--- src/sbie_pkg.sv ---
// Functional notes
// - opcode 0100 11da ffff ffff decrements the addressed byte, flags untouched
// - destination bit 0 writes W, 1 writes the addressed register
// - nonzero decrement result discards the fetched next instruction, one extra nop
// - skipped two-word instruction costs a second nop cycle, three in total
// - bank bit 0 uses access bank, 1 uses bank select register
// - bank bit 0 with extended set and f <= 5Fh uses indexed offset
// - decrement-skip is one word, one cycle unskipped, two when skipping a one-word instruction, three when skipping a two-word one
// - branch loads 20-bit literal into pc bits 20..1, bit 0 clear, no flags
// - branch always takes two cycles, the second a nop
// - branch reaches any word address independent of the current pc
// - increment adds one, same destination and bank bits, updates arithmetic flags
package sbie_pkg;
   localparam logic [1:0] PH_Q1 = 2'h0;
   localparam logic [1:0] PH_Q2 = 2'h1;
   localparam logic [1:0] PH_Q3 = 2'h2;
   localparam logic [1:0] PH_Q4 = 2'h3;
   localparam logic [1:0] PH_RST = 2'h0;

   localparam logic [5:0] OP_DEC_SKIP = 6'h13;
   localparam logic [5:0] OP_INCR = 6'h0A;
   localparam logic [7:0] OP_BRANCH = 8'hEF;
   localparam logic [3:0] OP_BRANCH_W2 = 4'hF;
   localparam logic [7:0] INDEXED_MAX = 8'h5F;

   localparam int unsigned DEST_BIT = 9;
   localparam int unsigned BANK_BIT = 8;
   localparam int unsigned PC_W = 21;
   localparam int unsigned FLAG_W = 5;
   localparam int unsigned FLG_C = 0;
   localparam int unsigned FLG_DC = 1;
   localparam int unsigned FLG_Z = 2;
   localparam int unsigned FLG_OV = 3;
   localparam int unsigned FLG_N = 4;

   localparam logic [15:0] IR_RST = 16'h0000;
   localparam logic [1:0] NOP_ONE = 2'h1;
   localparam logic [1:0] NOP_TWO = 2'h2;

   typedef enum logic [1:0] {ALU_PASS, ALU_DEC, ALU_INC} sbie_alu_op_t;

   // first words of the instructions that span two program words
   function automatic logic is_two_word(input logic [15:0] w);
      is_two_word = (w[15:12] == 4'hC) || (w[15:9] == 7'h76) || (w[15:8] == 8'hEE) || (w[15:8] == 8'hEF);
   endfunction
endpackage

--- src/sbie_alu_if.sv ---
interface sbie_alu_if;
   import sbie_pkg::*;
   sbie_alu_op_t op;
   logic [7:0] operand;
   logic [7:0] result;
   logic [FLAG_W-1:0] flags;
   logic zero;
   modport core (output op, output operand, input result, input flags, input zero);
   modport alu (input op, input operand, output result, output flags, output zero);
endinterface

--- src/sbie_core_exec.sv ---
module sbie_core_exec #(
   parameter int unsigned BANK_W = 4
) (
   // clock and reset
   input wire logic clk,
   input wire logic rst,
   // fetch path
   input wire logic [15:0] instr_word,
   input wire logic [15:0] instr_next,
   output logic fetch_adv,
   output logic [15:0] ir_word,
   output logic exec_other,
   output logic nop_active,
   // addressing context
   input wire logic ext_set_en,
   input wire logic [BANK_W-1:0] bank_select_register,
   input wire logic [BANK_W+7:0] index_base,
   // data register file
   output logic [BANK_W+7:0] rf_addr,
   output logic rf_re,
   input wire logic [7:0] rf_rdata,
   output logic rf_we,
   output logic [7:0] rf_wdata,
   // working register
   output logic w_we,
   output logic [7:0] w_wdata,
   // status flags
   output logic status_we,
   output logic [sbie_pkg::FLAG_W-1:0] status_flags,
   // program counter
   output logic pc_load,
   output logic [sbie_pkg::PC_W-1:0] pc_target
);
   import sbie_pkg::*;
   localparam int unsigned ADDR_W = BANK_W + 8;

   typedef enum logic {ST_RUN, ST_NOP} sbie_state_t;

   sbie_state_t state_reg, state_next;
   logic [1:0] phase_reg;
   logic [1:0] nop_cnt_reg, nop_cnt_next;
   logic nop_branch_reg, nop_branch_next;
   logic [15:0] ir_reg;
   logic [7:0] opnd_reg;
   logic zero_reg;
   logic [ADDR_W-1:0] rf_addr_reg;
   logic rf_re_reg;
   logic rf_we_reg;
   logic [7:0] rf_wdata_reg;
   logic w_we_reg;
   logic [7:0] w_wdata_reg;
   logic status_we_reg;
   logic [FLAG_W-1:0] status_flags_reg;
   logic pc_load_reg;
   logic [PC_W-1:0] pc_target_reg;
   logic fetch_adv_reg;
   logic exec_other_reg;

   sbie_alu_if alu_bus ();
   sbie_alu u_alu (
      .bus (alu_bus)
   );

   // decode of the executing instruction
   wire run_q = (state_reg == ST_RUN);
   wire is_dec = (ir_reg[15:10] == OP_DEC_SKIP);
   wire is_inc = (ir_reg[15:10] == OP_INCR);
   wire is_br = (ir_reg[15:8] == OP_BRANCH);
   wire is_reg_op = is_dec || is_inc;
   wire to_file = ir_reg[DEST_BIT];

   // address decode straight from the fetched word so the read lands in Q2
   wire [7:0] f_fld = instr_word[7:0];
   wire a_bit = instr_word[BANK_BIT];
   wire new_reg_op = (instr_word[15:10] == OP_DEC_SKIP) || (instr_word[15:10] == OP_INCR);
   wire low_f = (f_fld <= INDEXED_MAX);
   wire use_indexed = !a_bit && ext_set_en && low_f;
   wire [ADDR_W-1:0] idx_addr = index_base + {{BANK_W{1'b0}}, f_fld};
   wire [ADDR_W-1:0] access_addr = low_f ? {{BANK_W{1'b0}}, f_fld} : {{BANK_W{1'b1}}, f_fld};
   wire [ADDR_W-1:0] bank_addr = {bank_select_register, f_fld};
   wire [ADDR_W-1:0] eff_addr = a_bit ? bank_addr : (use_indexed ? idx_addr : access_addr);

   // alu selection
   assign alu_bus.op = is_dec ? ALU_DEC : (is_inc ? ALU_INC : ALU_PASS);
   assign alu_bus.operand = opnd_reg;

   // write strobes prepared in Q3 so that they show in Q4
   wire at_q3 = (phase_reg == PH_Q3);
   wire rf_we_d = run_q && is_reg_op && to_file;
   wire w_we_d = run_q && is_reg_op && !to_file;
   wire status_we_d = run_q && is_inc;
   wire pc_load_d = run_q && is_br;
   wire fetch_adv_d = !(run_q && is_br) && !(!run_q && nop_branch_reg);
   wire exec_other_d = run_q && !is_reg_op && !is_br;
   // absolute target: no pc term enters, so any word address is reachable
   wire [PC_W-1:0] br_target = {instr_next[11:0], ir_reg[7:0], 1'b0};
   wire skip_taken = run_q && is_dec && !zero_reg;

   // sequencing at the end of Q4
   always_comb begin
      state_next = state_reg;
      nop_cnt_next = nop_cnt_reg;
      nop_branch_next = nop_branch_reg;
      if (phase_reg == PH_Q4) begin
         case (state_reg)
            ST_RUN: begin
               if (skip_taken) begin
                  state_next = ST_NOP;
                  nop_cnt_next = is_two_word(instr_next) ? NOP_TWO : NOP_ONE;
                  nop_branch_next = 1'b0;
               end else if (is_br) begin
                  state_next = ST_NOP;
                  nop_cnt_next = NOP_ONE;
                  nop_branch_next = 1'b1;
               end
            end
            ST_NOP: begin
               if (nop_cnt_reg == NOP_ONE) begin
                  state_next = ST_RUN;
                  nop_branch_next = 1'b0;
               end
               nop_cnt_next = nop_cnt_reg - NOP_ONE;
            end
            default: begin
               state_next = ST_RUN;
               nop_cnt_next = 2'h0;
               nop_branch_next = 1'b0;
            end
         endcase
      end
   end

   always_ff @(posedge clk) begin
      if (rst) begin
         phase_reg <= PH_RST;
         state_reg <= ST_RUN;
         nop_cnt_reg <= 2'h0;
         nop_branch_reg <= 1'b0;
      end else begin
         phase_reg <= phase_reg + 2'h1;
         state_reg <= state_next;
         nop_cnt_reg <= nop_cnt_next;
         nop_branch_reg <= nop_branch_next;
      end
   end

   // Q1 decode and Q2 read of the source byte
   always_ff @(posedge clk) begin
      if (rst) begin
         ir_reg <= IR_RST;
         rf_addr_reg <= '0;
         rf_re_reg <= 1'b0;
         opnd_reg <= 8'h00;
      end else begin
         rf_re_reg <= 1'b0;
         if (phase_reg == PH_Q1 && run_q) begin
            ir_reg <= instr_word;
            if (new_reg_op) begin
               rf_addr_reg <= eff_addr;
               rf_re_reg <= 1'b1;
            end
         end
         if (phase_reg == PH_Q2) begin
            opnd_reg <= rf_rdata;
         end
      end
   end

   // Q3 result capture; strobes are single-phase pulses in Q4
   always_ff @(posedge clk) begin
      if (rst) begin
         rf_we_reg <= 1'b0;
         w_we_reg <= 1'b0;
         status_we_reg <= 1'b0;
         pc_load_reg <= 1'b0;
         fetch_adv_reg <= 1'b0;
         exec_other_reg <= 1'b0;
      end else begin
         rf_we_reg <= at_q3 && rf_we_d;
         w_we_reg <= at_q3 && w_we_d;
         status_we_reg <= at_q3 && status_we_d;
         pc_load_reg <= at_q3 && pc_load_d;
         fetch_adv_reg <= at_q3 && fetch_adv_d;
         exec_other_reg <= at_q3 && exec_other_d;
      end
   end

   always_ff @(posedge clk) begin
      if (rst) begin
         rf_wdata_reg <= 8'h00;
         w_wdata_reg <= 8'h00;
         status_flags_reg <= '0;
         pc_target_reg <= '0;
         zero_reg <= 1'b0;
      end else if (at_q3) begin
         rf_wdata_reg <= alu_bus.result;
         w_wdata_reg <= alu_bus.result;
         zero_reg <= alu_bus.zero;
         // the decrement never touches the flags: only the increment refreshes them
         if (status_we_d) begin
            status_flags_reg <= alu_bus.flags;
         end
         if (pc_load_d) begin
            pc_target_reg <= br_target;
         end
      end
   end

   // outputs
   assign fetch_adv = fetch_adv_reg;
   assign ir_word = ir_reg;
   assign exec_other = exec_other_reg;
   assign nop_active = (state_reg == ST_NOP);
   assign rf_addr = rf_addr_reg;
   assign rf_re = rf_re_reg;
   assign rf_we = rf_we_reg;
   assign rf_wdata = rf_wdata_reg;
   assign w_we = w_we_reg;
   assign w_wdata = w_wdata_reg;
   assign status_we = status_we_reg;
   assign status_flags = status_flags_reg;
   assign pc_load = pc_load_reg;
   assign pc_target = pc_target_reg;
endmodule

--- src/sbie_alu.sv ---
module sbie_alu (
   sbie_alu_if.alu bus
);
   import sbie_pkg::*;
   wire [7:0] addend;
   wire [8:0] sum;
   wire [4:0] low_sum;

   assign addend = (bus.op == ALU_DEC) ? 8'hFF : (bus.op == ALU_INC) ? 8'h01 : 8'h00;
   assign sum = {1'b0, bus.operand} + {1'b0, addend};
   assign low_sum = {1'b0, bus.operand[3:0]} + {1'b0, addend[3:0]};
   assign bus.result = sum[7:0];
   assign bus.zero = (sum[7:0] == 8'h00);
   assign bus.flags[FLG_C] = sum[8];
   assign bus.flags[FLG_DC] = low_sum[4];
   assign bus.flags[FLG_Z] = (sum[7:0] == 8'h00);
   // signed overflow: like-signed operands giving a differently signed result
   assign bus.flags[FLG_OV] = (bus.operand[7] == addend[7]) && (sum[7] != bus.operand[7]);
   assign bus.flags[FLG_N] = sum[7];
endmodule

--- config.mk ---
export PLATFORM = sky130hd
export DESIGN_NAME = sbie_core_exec
export DESIGN_NICKNAME = d
export VERILOG_FILES = /design/src/sbie_pkg.sv /design/src/sbie_alu_if.sv /design/src/sbie_core_exec.sv /design/src/sbie_alu.sv
export SDC_FILE = /design/constraint.sdc
export NUM_CORES = 1
export LEC_CHECK = 0
export BUFFER_PORTS_ARGS = -buffer_cell sky130_fd_sc_hd__buf_2
export CAP_MARGIN = 0
export CORE_UTILIZATION = 55
export DETAILED_ROUTE_END_ITERATION = 10
export PLACE_DENSITY = 0.88
export SLEW_MARGIN = 20
export SYNTH_ARGS = -nofsm -noshare
export SYNTH_HDL_FRONTEND = slang
export SYNTH_HIERARCHICAL = 1
export SYNTH_SLANG_ARGS = --single-unit
--- constraint.sdc ---
create_clock -name clk -period 8.3 [get_ports clk]
set_clock_uncertainty 0.1 [all_clocks]
set_input_delay 0 -clock clk [delete_from_list [all_inputs] [get_ports clk]]
set_output_delay 0 -clock clk [all_outputs]
set_load 0.02 [all_outputs]
== Yosys cells after proc, flatten, opt, wreduce, memory -nomap -nowiden ==
Cells that the tools add are included.
Storage, ports and cells
  register bits after elaboration: 83
  bits of input ports: 59
  output and inout bits: 78
Cells by class
  add/sub/neg operators: 5
  $lt $le $gt $ge: 1
  equality and inequality tests: 19
  multiplexer cells: 20
  bitwise gates (word level): 2
  reduce and logical (&&, ||, !) cells: 41
Operator list (count)
  $mux 12: 3
  $eq 8x8->1 const B: 3
  $logic_and 1x1->1: 21
  $add 12x8->12: 1
  $eq 6x4->1 const B: 2
  $eq 6x5->1 const B: 2
  $mux 2: 5
  $add 8x8->9: 1
  $le 8x7->1 const B: 1
  $logic_not 8->1: 1
  $mux 1: 8
  $mux 8: 1
  $reduce_and 2->1: 4
  $eq 7x7->1 const B: 1
  $logic_not 1->1: 7
  $eq 2x1->1 const B: 3
  $eq 2x2->1 const B: 3
  $add 4x4->5: 1
  $logic_or 1x1->1: 5
  $eq 4x4->1 const B: 1
  $pmux 1 s2: 2
  $pmux 2 s2: 1
  $ne 3x1->1 const B: 1
  $reduce_and 3->1: 1
  8 further kinds: 9

== Longest topological paths before layout ==
Gate-level depths: netlist of run 1.
  word-level depth: 9
  depth in mapped cells: 16
  mapped depth without buffers: 15

== Cells and area by module ==
The synthesis of run 1 kept the hierarchy.
By module, submodules not included
  sbie_core_exec: instances 1, cells an instance 445, area an instance 3747.3 um^2, sequential area each 1661.6 um^2
  sbie_alu: instances 1, cells an instance 71, area an instance 566.8 um^2, sequential area each 0.0 um^2

== Worst setup path before layout of run 1 ==
Ideal clock, no wire load.
  path kind: reg2reg
  start: register ir_reg[11], in the netlist ir_word[11]
  end: register status_flags_reg[2], in the netlist status_flags[2]
  data arrival time: 3.251 ns
  data required time: 8.130 ns
  path slack: 4.878 ns
  stages on the path, launching flop included: 17
  path through: dfxtp_1 or3b_1 buf_6 nor2_2 inv_1 ha_1 buf_6 xor2_1 ha_1 a21bo_2 a22oi_4 a21oi_1 xnor2_1 nor4b_2 buf_4 nand3_1 a21oi_1
On the way
  word-level cells in the longest chain between the ends: 8
  elaborated cells between the ends (all ways): 12
  those cells by class: 1 x add/sub; 4 x eq/ne; 4 x mux; 3 x reduce/logical
RTL lines
  from (decl): RTL line sbie_core_exec.sv:43  | logic [15:0] ir_reg;
  from (signal assigned): RTL line sbie_core_exec.sv:157  | ir_reg <= instr_word;
  $eq 6x4->1: RTL line sbie_core_exec.sv:67  | wire is_inc = (ir_reg[15:10] == OP_INCR);
  $mux 2: RTL line sbie_core_exec.sv:84  | assign alu_bus.op = is_dec ? ALU_DEC : (is_inc ? ALU_INC : ALU_PASS);
  $mux 2 (*): RTL line sbie_core_exec.sv:84
  named net alu_bus.op[1]: RTL line sbie_alu_if.sv:3  | sbie_alu_op_t op;
  $eq 2x2->1: RTL line sbie_alu.sv:9  | assign addend = (bus.op == ALU_DEC) ? 8'hFF : (bus.op == ALU_INC) ? 8'h01 : 8'h00;
  $mux 1: RTL line sbie_alu.sv:9
  $mux 8 (*): RTL line sbie_alu.sv:9
  $add 8x8->9 (*): RTL line sbie_alu.sv:10  | assign sum = {1'b0, bus.operand} + {1'b0, addend};
  named net alu_bus.result[6]: RTL line sbie_alu_if.sv:5  | logic [7:0] result;
  $logic_not 8->1 (*)
  named net alu_bus.zero: RTL line sbie_alu_if.sv:7  | logic zero;
  to (signal assigned): RTL line sbie_core_exec.sv:201  | status_flags_reg <= alu_bus.flags;
  to (decl): RTL line sbie_core_exec.sv:53  | logic [FLAG_W-1:0] status_flags_reg;
Mark *: on every way through the listed nets, which the timed path passes. The rest lies on a longest branch.
A chain may end at the register's enable or synchronous reset.

== Worst setup path after layout of run 1 ==
  start: register phase_reg[0]
  end: register rf_addr_reg[9], in the netlist rf_addr[9]
On the way
  word-level cells in the longest chain between the ends: 3
RTL lines
  from (decl): RTL line sbie_core_exec.sv:40  | logic [1:0] phase_reg;
  from (signal assigned): RTL line sbie_core_exec.sv:140  | phase_reg <= phase_reg + 2'h1;
  $logic_not 2->1: RTL line sbie_core_exec.sv:156  | if (phase_reg == PH_Q1 && run_q) begin
  $logic_and 1x1->1: RTL line sbie_core_exec.sv:156
  $reduce_and 2->1 (no source line)
  to (signal assigned): RTL line sbie_core_exec.sv:159  | rf_addr_reg <= eff_addr;
  to (decl): RTL line sbie_core_exec.sv:46  | logic [ADDR_W-1:0] rf_addr_reg;
Every way passes these cells.

==> results of run 1 <==
[worst max-delay path, cell delays in order (launching register included)]
cell           delay [ns]
dfxtp_1              0.34
inv_1                0.09
ha_1                 0.17
nor2b_2              0.60
o211a_1              0.70
o21ai_0              0.38
a21oi_1              0.20
dlygate4sd3_1        0.57
o22ai_1              0.08
dlygate4sd3_1        0.56
[report_power, final]
group / internal [uW] / total (uW) / leakage, uW / switching, uW
Clock: 120 / 277 / 0.0000968 / 157
Sequential: 411 / 425 / 0.000674 / 13.7
Combinational: 65.9 / 152 / 0.00171 / 85.6
Total: 596 / 853 / 0.00249 / 256
[routing by layer]
layer  up-vias  wire, um  GRT usage
met5         -         0          0
met4         0       425      0.151
met3        39       791     0.0505
met2       211      6090      0.532
met1      2044      4830      0.337
li1       2093         -          -
[timing repair]
action,4_1_cts,5_1_grt
hold endpoints to repair,47,0
hold buffers,47,0
endpoints found under the setup margin,0,0
resized for setup,0,0
[kinds of logic (layout without fill, tap and decap cells)]
family | after synthesis | count (layout)
and+or+nand+nor | 189 | 189
xor gates and xnor gates | 13 | 13
DFF | 83 | 83
AOI/OAI and AO/OA | 132 | 132
buffers and inverters | 57 | 217
adders and majority gates | 21 | 21
muxes | 20 | 20
other | 1 | 1
[synthesized netlist by cell type (all sizes together) (3+ instances only)]
library cell / number / area [um2]
nor3b: 3 / 22.5
or3: 4 / 25.0
nand3b: 3 / 22.5
nor2b: 9 / 56.3
a31oi: 6 / 37.5
a22oi: 3 / 36.3
xnor2: 9 / 78.8
dfxtp: 83 / 1660
o22ai: 4 / 45.0
nand2: 104 / 390
xor2: 4 / 42.6
inv: 18 / 67.6
a211oi: 6 / 50.1
nand3: 10 / 50.1
clkbuf: 17 / 63.8
mux2i: 19 / 190
buf: 22 / 153
a21oi: 61 / 305
nand4: 3 / 18.8
nor3: 7 / 45.0
o21ai: 18 / 90.1
nand2b: 3 / 18.8
ha: 20 / 250
nor2: 31 / 119
o211ai: 8 / 65.1
[through the flow]
step / hold WS [ns] / util
floorplan: 0.0293 / -
global placement: 0.133 / 0.662
detailed placement: 0.142 / 0.662
CTS: 0.0154 / 0.751
global route: 0.112 / 0.751
finish: 0.0716 / 0.751
[layout make-up]
class / count / area (um2)
inverter: 18 / 67.6
sequential: 83 / 1660
clock buffer: 10 / 138
tap: 99 / 124
timing repair buffer: 183 / 1150
fill: 501 / 1840
multi-input combinational: 376 / 2370
clock inverter: 6 / 48.8
[worst paths after layout]
kind	to	slack [ns]	cells after the start
hold reg to reg	status_flags[4]	0.36	2
setup reg to reg	rf_addr[9]	4.39	9
setup / recovery	rf_addr[9]	4.39	9
hold / removal	rf_addr[3]	0.07	5
==> impl_table.tex, run 1 <==
\begin{tabular}{lr}
\hline
Metric & Value \\
\hline
\multicolumn{2}{l}{\textbf{Status}} \\
\quad Outcome & finished clean \\
\multicolumn{2}{l}{\textbf{Yosys}} \\
\quad Average cell area after synthesis & $\sim$8.4 um2 \\
\quad Synthesized-area fraction occupied by ao, oa, aoi and oai cells & 0.202 \\
\quad Number of flip-flops and latches in the synthesized netlist & 83 \\
\quad Adder-cell area share of the yosys netlist & 0.0626 \\
\quad Mux share of post-synthesis cell area & 0.0467 \\
\quad Simple-Gate Fraction of Synth Area & 0.209 \\
\quad Cells after synthesis & 516 \\
\quad Commonest register cell after synthesis & dfxtp\_1 \\
\quad Unique cell type count in the Yosys netlist & 74 \\
\quad Mapped cell area & roughly 4300 um2 \\
\quad Synth warnings & 6 \\
\quad Main combinational cell family by area after synthesis & simple AND/OR/NAND/NOR gates \\
\quad Share of synthesized area occupied by flip-flops and latches & 0.385 \\
\quad Share of the synthesized netlist area taken by xor and xnor gates & 0.0281 \\
\quad EDFF count, synth & 0 \\
\quad Synthesized Nets & between 500 and 600 \\
\quad Asr flop ratio synth & 0 \\
\multicolumn{2}{l}{\textbf{Drt}} \\
\quad Vias post-DR & 4387 \\
\quad Final routed wire length divided by cell count & 15.7 um \\
\quad Average via count per standard cell & 5.66 \\
\quad Drt first pass iters & 5 \\
\quad Overall routed net length & 12100 um \\
\quad Number of DRC violations after detailed-routing iteration 0 & 245 \\
\quad Number of remaining DRC errors & 0 \\
\quad Antenna-violating nets left & 0 \\
\multicolumn{2}{l}{\textbf{Final layout}} \\
\quad Design Area, Final & $\sim$5600 um2 \\
\quad Number of diodes added for antenna fixing & 0 \\
\quad Final standard cell count with taps included and fillers excluded & 775 \\
\quad Number of flip-flops under the largest register name & 20 \\
\quad Share of layout cells above drive strength 1 & 0.253 \\
\quad Synth-to-layout area growth & 29.0\% \\
\quad Leading cell type in the layout, fill and taps excluded & buf\_2 \\
\quad Number of nets at the end of the flow & 751 \\
\quad Commonest cells after routing, fill and taps aside & buf\_2 (135), nand2\_1 (104), dfxtp\_1 (83) \\
\multicolumn{2}{l}{\textbf{Placement}} \\
\quad Number of placed cells counting well taps & 712 \\
\quad Final weighted congestion in routability-driven placement & 0.925 \\
\quad Post-DP HPWL & 7850 um \\
\quad Total cell area at the placement stage & 4900 um2 \\
\quad Pre-CTS setup slack & 4.63 ns \\
\quad Quantity of I/O buffers inserted on ports & 135 \\
\multicolumn{2}{l}{\textbf{Setup path}} \\
\quad Start of the worst register-to-register path & phase\_reg[0] \\
\quad Critical path launch point & phase\_reg[0] \\
\quad Worst Setup End Kind & flop \\
\quad Crit path launch type & flop \\
\quad Critical path data arrival time & 4.06 ns \\
\quad Required time at the worst-slack endpoint & 8.45 ns \\
\quad Crit path kind & flop to flop \\
\quad CP max FO & 23 \\
\multicolumn{2}{l}{\textbf{Clocking}} \\
\quad Worst-path clk slew & $\sim$0.080 ns \\
\quad TritonCTS Sinks & 83 \\
\quad CTS H-tree depth & 3 \\
\quad Buffer type at the clock tree root & clkbuf\_8 \\
\quad CTS tree & built \\
\quad Buffer levels on the longest clock path & 2 \\
\quad Clock network latency to the later pin of the worst-skew pair & 0.36 ns \\
\quad TritonCTS Buffers & 9 \\
\quad Post-CTS setup repair buffer count & 0 \\
\multicolumn{2}{l}{\textbf{Timing}} \\
\quad Worst setup slack after layout & 4.39 ns \\
\quad Headroom to the max-slew limit & 0.507 \\
\quad Final worst path period need & between 3 and 4 ns \\
\quad Final-layout setup total negative slack & 0 ns \\
\quad Post-route fraction of the period consumed by the critical path & 0.471 \\
\quad Setup repair after global routing missed its margin & no \\
\quad Pins over their slew limit & 0 \\
\quad Maximum frequency from static timing analysis & 256 MHz \\
\quad Final Hold Violating Endpoints & 0 \\
\quad Transition time of the tightest slew-check pin & $\sim$0.74 ns \\
\quad Setup Viol. Count Final & 0 \\
\multicolumn{2}{l}{\textbf{Pwr}} \\
\quad Worst-case vdd ir drop & 0.0000833 V \\
\quad Leakage Power & 0.00249 uW \\
\quad PD cells & 153 nW/um2 \\
\quad Tot Pwr & 853 uW \\
\multicolumn{2}{l}{\textbf{GRT}} \\
\quad GR Util All Layers & 0.297 \\
\quad Total congestion overflow after global routing & 0 \\
\quad Pin count of the biggest net entering global routing & 73 \\
\quad Initial antenna violation count & 0 \\
\quad Via count of the first global-routing pass & 4294 \\
\quad First-pass GRT wire length & approximately 20000 um \\
\multicolumn{2}{l}{\textbf{Worst hold path}} \\
\quad Startpoint of the lowest-slack hold path & index\_base[3] \\
\quad Min-delay worst type & input port to flop \\
\multicolumn{2}{l}{\textbf{Floorplan}} \\
\quad Core region area & 7410 um2 \\
\quad I/O pin cnt & between 100 and 150 \\
\quad \# rows & 31 \\
\quad Initial Util & 0.582 \\
\quad Die W & 90.6 um \\
\quad Height of the die & 90.6 um \\
\quad Area of the die & 8200 um2 \\
\multicolumn{2}{l}{\textbf{Job}} \\
\quad Maximum Capacitance Violations & 0 \\
\hline
\end{tabular}
Note: power is estimated with default switching activity, not from simulation.
==> run 2: changes to the inputs <==
- CORE_UTILIZATION: 55 -> 46
- PLACE_DENSITY: 0.88 -> 0.79
- clock period: 8.3 -> 3.4 ns (I/O delays scaled with it)
==> run 2 against run 1 <==
  * Final cell count is 3.2% higher
  * Maximum frequency rose by 19%
  * Utilization down 10 points
  * Clock-buffer cell count decreased by 1
  * Critical path type unchanged
  * Register-to-register slack worse by 4.3 ns
  * Critical path depth rose by 4
  * First-iteration DRC count fell by 16%
  * Die area increased by 19%
  * Combinational power rose by 150%
  * Worst hold slack got worse by 0.023 ns
  * Via count decreased by 0.34%
  * Sequential cell count unchanged
==> impl_table.tex, run 2 (synthesis gave the netlist of run 1 again) <==
\begin{tabular}{lr}
\hline
Metric & Value \\
\hline
\multicolumn{2}{l}{\textbf{Drt}} \\
\quad Average via count per standard cell & 5.47 \\
\quad Vias post-DR & 4372 \\
\quad Overall routed net length & 11800 um \\
\quad Final routed wire length divided by cell count & 14.7 um \\
\quad Number of remaining DRC errors & 0 \\
\quad Antenna-violating nets left & 0 \\
\quad Number of DRC violations after detailed-routing iteration 0 & 205 \\
\quad Drt first pass iters & 5 \\
\multicolumn{2}{l}{\textbf{Setup path}} \\
\quad Critical Path Max Stage Delay & 0.43 ns \\
\quad Path depth of the worst reg2reg path & 13 \\
\quad Cell-by-cell listing of the critical path & or3b\_1, nor2\_1, ha\_2, inv\_1, ha\_4, ha\_2, a21bo\_2, a22oi\_4, a21oi\_1, xnor2\_1, nor4b\_2, nand3\_1, a21oi\_1 \\
\quad Worst Setup End Kind & flop \\
\quad Critical path data arrival time & 3.48 ns \\
\quad Master of the slowest instance on the critical path & or3b\_1 \\
\quad Crit path kind & flop to flop \\
\quad Required time at the worst-slack endpoint & approximately 3.6 ns \\
\quad CP max FO & 5 \\
\quad Crit path launch type & flop \\
\multicolumn{2}{l}{\textbf{Timing}} \\
\quad Pins over their slew limit & 0 \\
\quad Setup repair after global routing missed its margin & yes \\
\quad Final Hold Violating Endpoints & 0 \\
\quad Final worst path period need & 3.29 ns \\
\quad Setup Viol. Count Final & 0 \\
\quad Transition time of the tightest slew-check pin & 0.694 ns \\
\quad Maximum frequency from static timing analysis & approximately 300 MHz \\
\quad Headroom to the max-slew limit & 0.537 \\
\quad Worst hold margin & 0.0483 ns \\
\quad Post-route fraction of the period consumed by the critical path & 0.969 \\
\multicolumn{2}{l}{\textbf{Final layout}} \\
\quad Number of nets at the end of the flow & roughly 770 \\
\quad Synth-to-layout area growth & 33.2\% \\
\quad Design Area, Final & 5750 um2 \\
\quad Number of diodes added for antenna fixing & 0 \\
\quad Area used by sequential logic in the layout & 1660 um2 \\
\quad Commonest cells after routing, fill and taps aside & buf\_2 (135), nand2\_1 (104), dfxtp\_1 (81) \\
\quad Share of layout cells above drive strength 1 & 0.266 \\
\quad Number of flip-flops under the largest register name & 20 \\
\quad Multi-input logic area & 2390 um2 \\
\quad Final core utilization & 0.646 \\
\quad Final standard cell count with taps included and fillers excluded & 800 \\
\quad Fillers & 731 \\
\quad Leading cell type in the layout, fill and taps excluded & buf\_2 \\
\multicolumn{2}{l}{\textbf{Status}} \\
\quad Outcome & finished clean \\
\multicolumn{2}{l}{\textbf{Pwr}} \\
\quad Worst-case vdd ir drop & around 0.00021 V \\
\quad Switching power & 643 uW \\
\quad Proportion of total power due to net switching & 0.305 \\
\quad PD cells & between 300 and 400 nW/um2 \\
\quad Leakage Power & 0.00256 uW \\
\quad Proportion of power drawn by flip-flops and latches & 0.492 \\
\quad Proportion of power drawn by the clock network & 0.328 \\
\quad Logic pwr share & 0.180 \\
\quad Internal cell power & 1460 uW \\
\multicolumn{2}{l}{\textbf{Floorplan}} \\
\quad \# rows & 34 \\
\quad Initial Util & 0.485 \\
\quad Core region area & 8890 um2 \\
\quad Height of the die & 98.8 um \\
\quad I/O pin cnt & roughly 140 \\
\quad Area of the die & about 10000 um2 \\
\quad Die W & 98.8 um \\
\multicolumn{2}{l}{\textbf{Clocking}} \\
\quad Buffer type at the clock tree root & clkbuf\_8 \\
\quad Buffer levels on the longest clock path & 2 \\
\quad TritonCTS Buffers & 9 \\
\quad CTS tree & built \\
\quad Clock network latency to the later pin of the worst-skew pair & roughly 0.36 ns \\
\quad CTS H-tree depth & 3 \\
\quad TritonCTS Sinks & just over 80 \\
\quad Worst-path clk slew & 0.10 ns \\
\multicolumn{2}{l}{\textbf{Worst hold path}} \\
\quad Min-delay worst type & input port to flop \\
\quad Cell count of the worst hold path & 5 \\
\multicolumn{2}{l}{\textbf{Placement}} \\
\quad Quantity of I/O buffers inserted on ports & 135 \\
\quad Total cell area at the placement stage & 4970 um2 \\
\quad Number of placed cells counting well taps & 728 \\
\quad Post-DP HPWL & 8170 um \\
\quad Final weighted congestion in routability-driven placement & 0.945 \\
\multicolumn{2}{l}{\textbf{GRT}} \\
\quad Total congestion overflow after global routing & 0 \\
\quad First-pass GRT wire length & about 19000 um \\
\quad Pin count of the biggest net entering global routing & 56 \\
\quad GR Util All Layers & 0.244 \\
\quad Initial antenna violation count & 0 \\
\quad Via count of the first global-routing pass & 4104 \\
\multicolumn{2}{l}{\textbf{Job}} \\
\quad Maximum Capacitance Violations & 0 \\
\hline
\end{tabular}
==> run 2: path summary, 6_finish.rpt <==
path / slack (ns) / end / startpoint
worst max-delay path: 0.11 / status_flags[2] / ir_word[12]
worst min-delay path: 0.05 / nop_cnt_reg[0] / instr_next[12]
worst max register to register: 0.11 / status_flags[2] / ir_word[12]
worst min register to register: 0.36 / pc_target[18] / pc_target[18]
==> run 2: timing repair <==
item                                   4_1_cts  5_1_grt
setup endpoints to repair                    0        4
resized for setup                            0        9
buffers inserted                             0        0
hold buffers                                56        0
endpoints found under the hold margin       55        0
==> run 2: cell type report <==
| class | instances | share of cell area |
|---|---|---|
| inverter | 18 | 0.0118 |
| multi-input combinational | 376 | 0.417 |
| sequential | 83 | 0.290 |
| tap | 108 | 0.0235 |
| clock inverter | 7 | 0.0115 |
| timing repair buffer | 199 | 0.226 |
| clock buffer | 9 | 0.0215 |
==> run 2: through the flow <==
step                      TNS (ns)  total power (uW)  setup WS (ns)
after global placement           0              1370          0.224
after detailed placement         0              1380         0.0968
after floorplan                  0              1280        0.00342
after global routing       -0.0552              2210        -0.0503
final                            0              2110          0.106
after CTS                        0              2120         0.0461
==> run 2: layer usage <==
metal,share of wire,global-route usage,vias up
li1,-,-,2122
met1,0.41,0.284,2048
met2,0.51,0.435,173
met3,0.057,0.0482,29
met4,0.024,0.104,0
met5,0,0,-
==> run 2: power groups by stage <==
| stage | clock, uW | combinational (uW) | sequential [uW] |
|---|---|---|---|
| after floorplan | 0 | 206 | 1070 |
| after global placement | 0 | 316 | 1060 |
| after detailed placement | 0 | 323 | 1060 |
| after CTS | 717 | 371 | 1040 |
| after global routing | 757 | 414 | 1040 |
| final | 691 | 378 | 1040 |
==> run 2: critical path, delay by kind of cell (launching register included) <==
kind,cells,cell delay [ns]
xor+xnor,1,0.18
compound gates,4,0.74
flops,1,0.38
simple gates,4,1.07
fa+ha+maj,3,0.66
buf+inv,1,0.09
==> run 3: changes to the inputs <==
- RECOVER_POWER: not set -> 25
==> run 3 against run 2 <==
  * First-iteration DRC count increased by 0.98%
  * Sequential cell count unchanged
  * Highest routed layer unchanged
  * Register-to-register slack improved by 0.02 ns
  * Sequential share of layout area rose by 0.25 points
  * Wire length up 0.21%
  * Final cell count is the same
  * Total power increased by 0.11%
  * Largest power group unchanged
==> impl_table.tex, run 3 (synthesis gave the netlist of run 1 again) <==
\begin{tabular}{lr}
\hline
Metric & Value \\
\hline
\multicolumn{2}{l}{\textbf{GRT}} \\
\quad First-pass GRT wire length & 19200 um \\
\quad Via count of the first global-routing pass & 4104 \\
\quad Total congestion overflow after global routing & 0 \\
\quad GR Util All Layers & 0.244 \\
\quad Pin count of the biggest net entering global routing & 56 \\
\quad Initial antenna violation count & 0 \\
\multicolumn{2}{l}{\textbf{Floorplan}} \\
\quad Height of the die & between 90 and 100 um \\
\quad Die W & 98.8 um \\
\quad Core region area & 8890 um2 \\
\quad Initial Util & 0.485 \\
\quad I/O pin cnt & 137 \\
\quad \# rows & 34 \\
\quad Area of the die & 9770 um2 \\
\multicolumn{2}{l}{\textbf{Timing}} \\
\quad Worst hold margin & 0.0481 ns \\
\quad Worst setup slack after layout & between 0.1 and 0.15 ns \\
\quad Setup Viol. Count Final & 0 \\
\quad Transition time of the tightest slew-check pin & just under 0.7 ns \\
\quad Pins over their slew limit & 0 \\
\quad Maximum frequency from static timing analysis & 305 MHz \\
\quad Post-route fraction of the period consumed by the critical path & 0.963 \\
\quad Final worst path period need & 3.28 ns \\
\quad Setup repair after global routing missed its margin & yes \\
\quad Headroom to the max-slew limit & 0.536 \\
\quad Final Hold Violating Endpoints & 0 \\
\multicolumn{2}{l}{\textbf{Setup path}} \\
\quad Crit path launch type & flop \\
\quad Worst Setup End Kind & flop \\
\quad Critical path data arrival time & between 3 and 4 ns \\
\quad Start of the worst register-to-register path & ir\_word[12] \\
\quad Crit path kind & flop to flop \\
\quad CP max FO & 5 \\
\quad Required time at the worst-slack endpoint & around 3.6 ns \\
\quad Critical path launch point & ir\_word[12] \\
\multicolumn{2}{l}{\textbf{Drt}} \\
\quad Final routed wire length divided by cell count & 14.7 um \\
\quad Antenna-violating nets left & 0 \\
\quad Vias post-DR & approximately 4400 \\
\quad Average via count per standard cell & 5.45 \\
\quad Overall routed net length & 11800 um \\
\quad Number of remaining DRC errors & 0 \\
\quad Drt first pass iters & 4 \\
\quad Number of DRC violations after detailed-routing iteration 0 & 207 \\
\multicolumn{2}{l}{\textbf{Pwr}} \\
\quad PD cells & 370 nW/um2 \\
\quad Leakage Power & 0.00239 uW \\
\quad Worst-case vdd ir drop & around 0.00021 V \\
\multicolumn{2}{l}{\textbf{Clocking}} \\
\quad Clock network latency to the later pin of the worst-skew pair & about 0.36 ns \\
\quad Worst-path clk slew & 0.10 ns \\
\quad TritonCTS Sinks & 83 \\
\quad Post-CTS setup repair buffer count & 0 \\
\quad CTS tree & built \\
\quad Buffer type at the clock tree root & clkbuf\_8 \\
\quad Buffer levels on the longest clock path & 2 \\
\quad TritonCTS Buffers & 9 \\
\quad CTS H-tree depth & 3 \\
\multicolumn{2}{l}{\textbf{Placement}} \\
\quad Final weighted congestion in routability-driven placement & 0.945 \\
\quad Quantity of I/O buffers inserted on ports & approximately 140 \\
\quad Post-DP HPWL & 8170 um \\
\quad Pre-CTS setup slack & 0.0968 ns \\
\quad Number of placed cells counting well taps & 728 \\
\multicolumn{2}{l}{\textbf{Final layout}} \\
\quad Fillers & 753 \\
\quad Commonest cells after routing, fill and taps aside & nand2\_1 (104), buf\_2 (96), dfxtp\_1 (81) \\
\quad Synth-to-layout area growth & 32.1\% \\
\quad Leading cell type in the layout, fill and taps excluded & nand2\_1 \\
\quad Final standard cell count with taps included and fillers excluded & 800 \\
\quad Number of diodes added for antenna fixing & 0 \\
\quad Share of layout cells above drive strength 1 & 0.210 \\
\quad Number of flip-flops under the largest register name & 20 \\
\quad Number of nets at the end of the flow & 767 \\
\multicolumn{2}{l}{\textbf{Status}} \\
\quad Outcome & finished clean \\
\multicolumn{2}{l}{\textbf{Worst hold path}} \\
\quad Min-delay worst type & input port to flop \\
\quad Startpoint of the lowest-slack hold path & instr\_next[12] \\
\multicolumn{2}{l}{\textbf{Job}} \\
\quad Maximum Capacitance Violations & 0 \\
\hline
\end{tabular}
-- run 3: path summary, 6_finish.rpt --
check	to	slack, ns	cells after the start
setup reg to reg	status_flags[2]	0.12	13
hold / removal	nop_cnt_reg[0]	0.05	5
setup / recovery	status_flags[2]	0.12	13
hold reg to reg	rf_addr[1]	0.36	2
-- run 3: stage by stage --
stage | TNS [ns] | area, um2 | util | total power, uW
after detailed placement | 0 | 4970 | 0.559 | 1380
final | 0 | 5700 | 0.641 | 2110
after CTS | 0 | 5720 | 0.643 | 2120
after global placement | 0 | 4970 | 0.559 | 1370
after global routing | -0.0552 | 5700 | 0.641 | 2210
after floorplan | 0 | 4320 | - | 1280
-- run 3: what timing repair did --
item	CTS	global route
hold buffers	56	0
setup endpoints to repair	0	4
resized for setup	0	9
hold endpoints to repair	55	0
-- run 3: area by class of cell --
type                            count  area (um2)  area share
Clock inverter                      7        66.3      0.0116
Multi-Input combinational cell    376        2390       0.420
Clock buffer                        9         124      0.0217
Tap cell                          108         135      0.0237
Sequential cell                    83        1660       0.292
Timing Repair Buffer              199        1250       0.219
Inverter                           18        67.6      0.0119
-- run 3: where the power goes --
| group | switching, uW | internal [uW] |
|---|---|---|
| logic | 204 | 174 |
| clock network | 410 | 284 |
| registers | 33.0 | 1000 |
| total | 646 | 1460 |
-- run 3: critical path, stage by stage, from the launching register on --
cell	delay, ns
dfxtp_1	0.38
or3b_1	0.42
nor2_1	0.20
ha_2	0.30
inv_1	0.09
ha_4	0.16
ha_2	0.20
a21bo_2	0.26
a22oi_4	0.19
a21oi_1	0.14
xnor2_1	0.18
nor4b_2	0.33
nand3_1	0.11
a21oi_1	0.14
-- run 3: per-layer routing --
metal  global-route usage  part of all wire
met1                0.284              0.41
met2                0.435              0.51
met3               0.0482             0.060
met4                0.104             0.022
met5                    0                 0
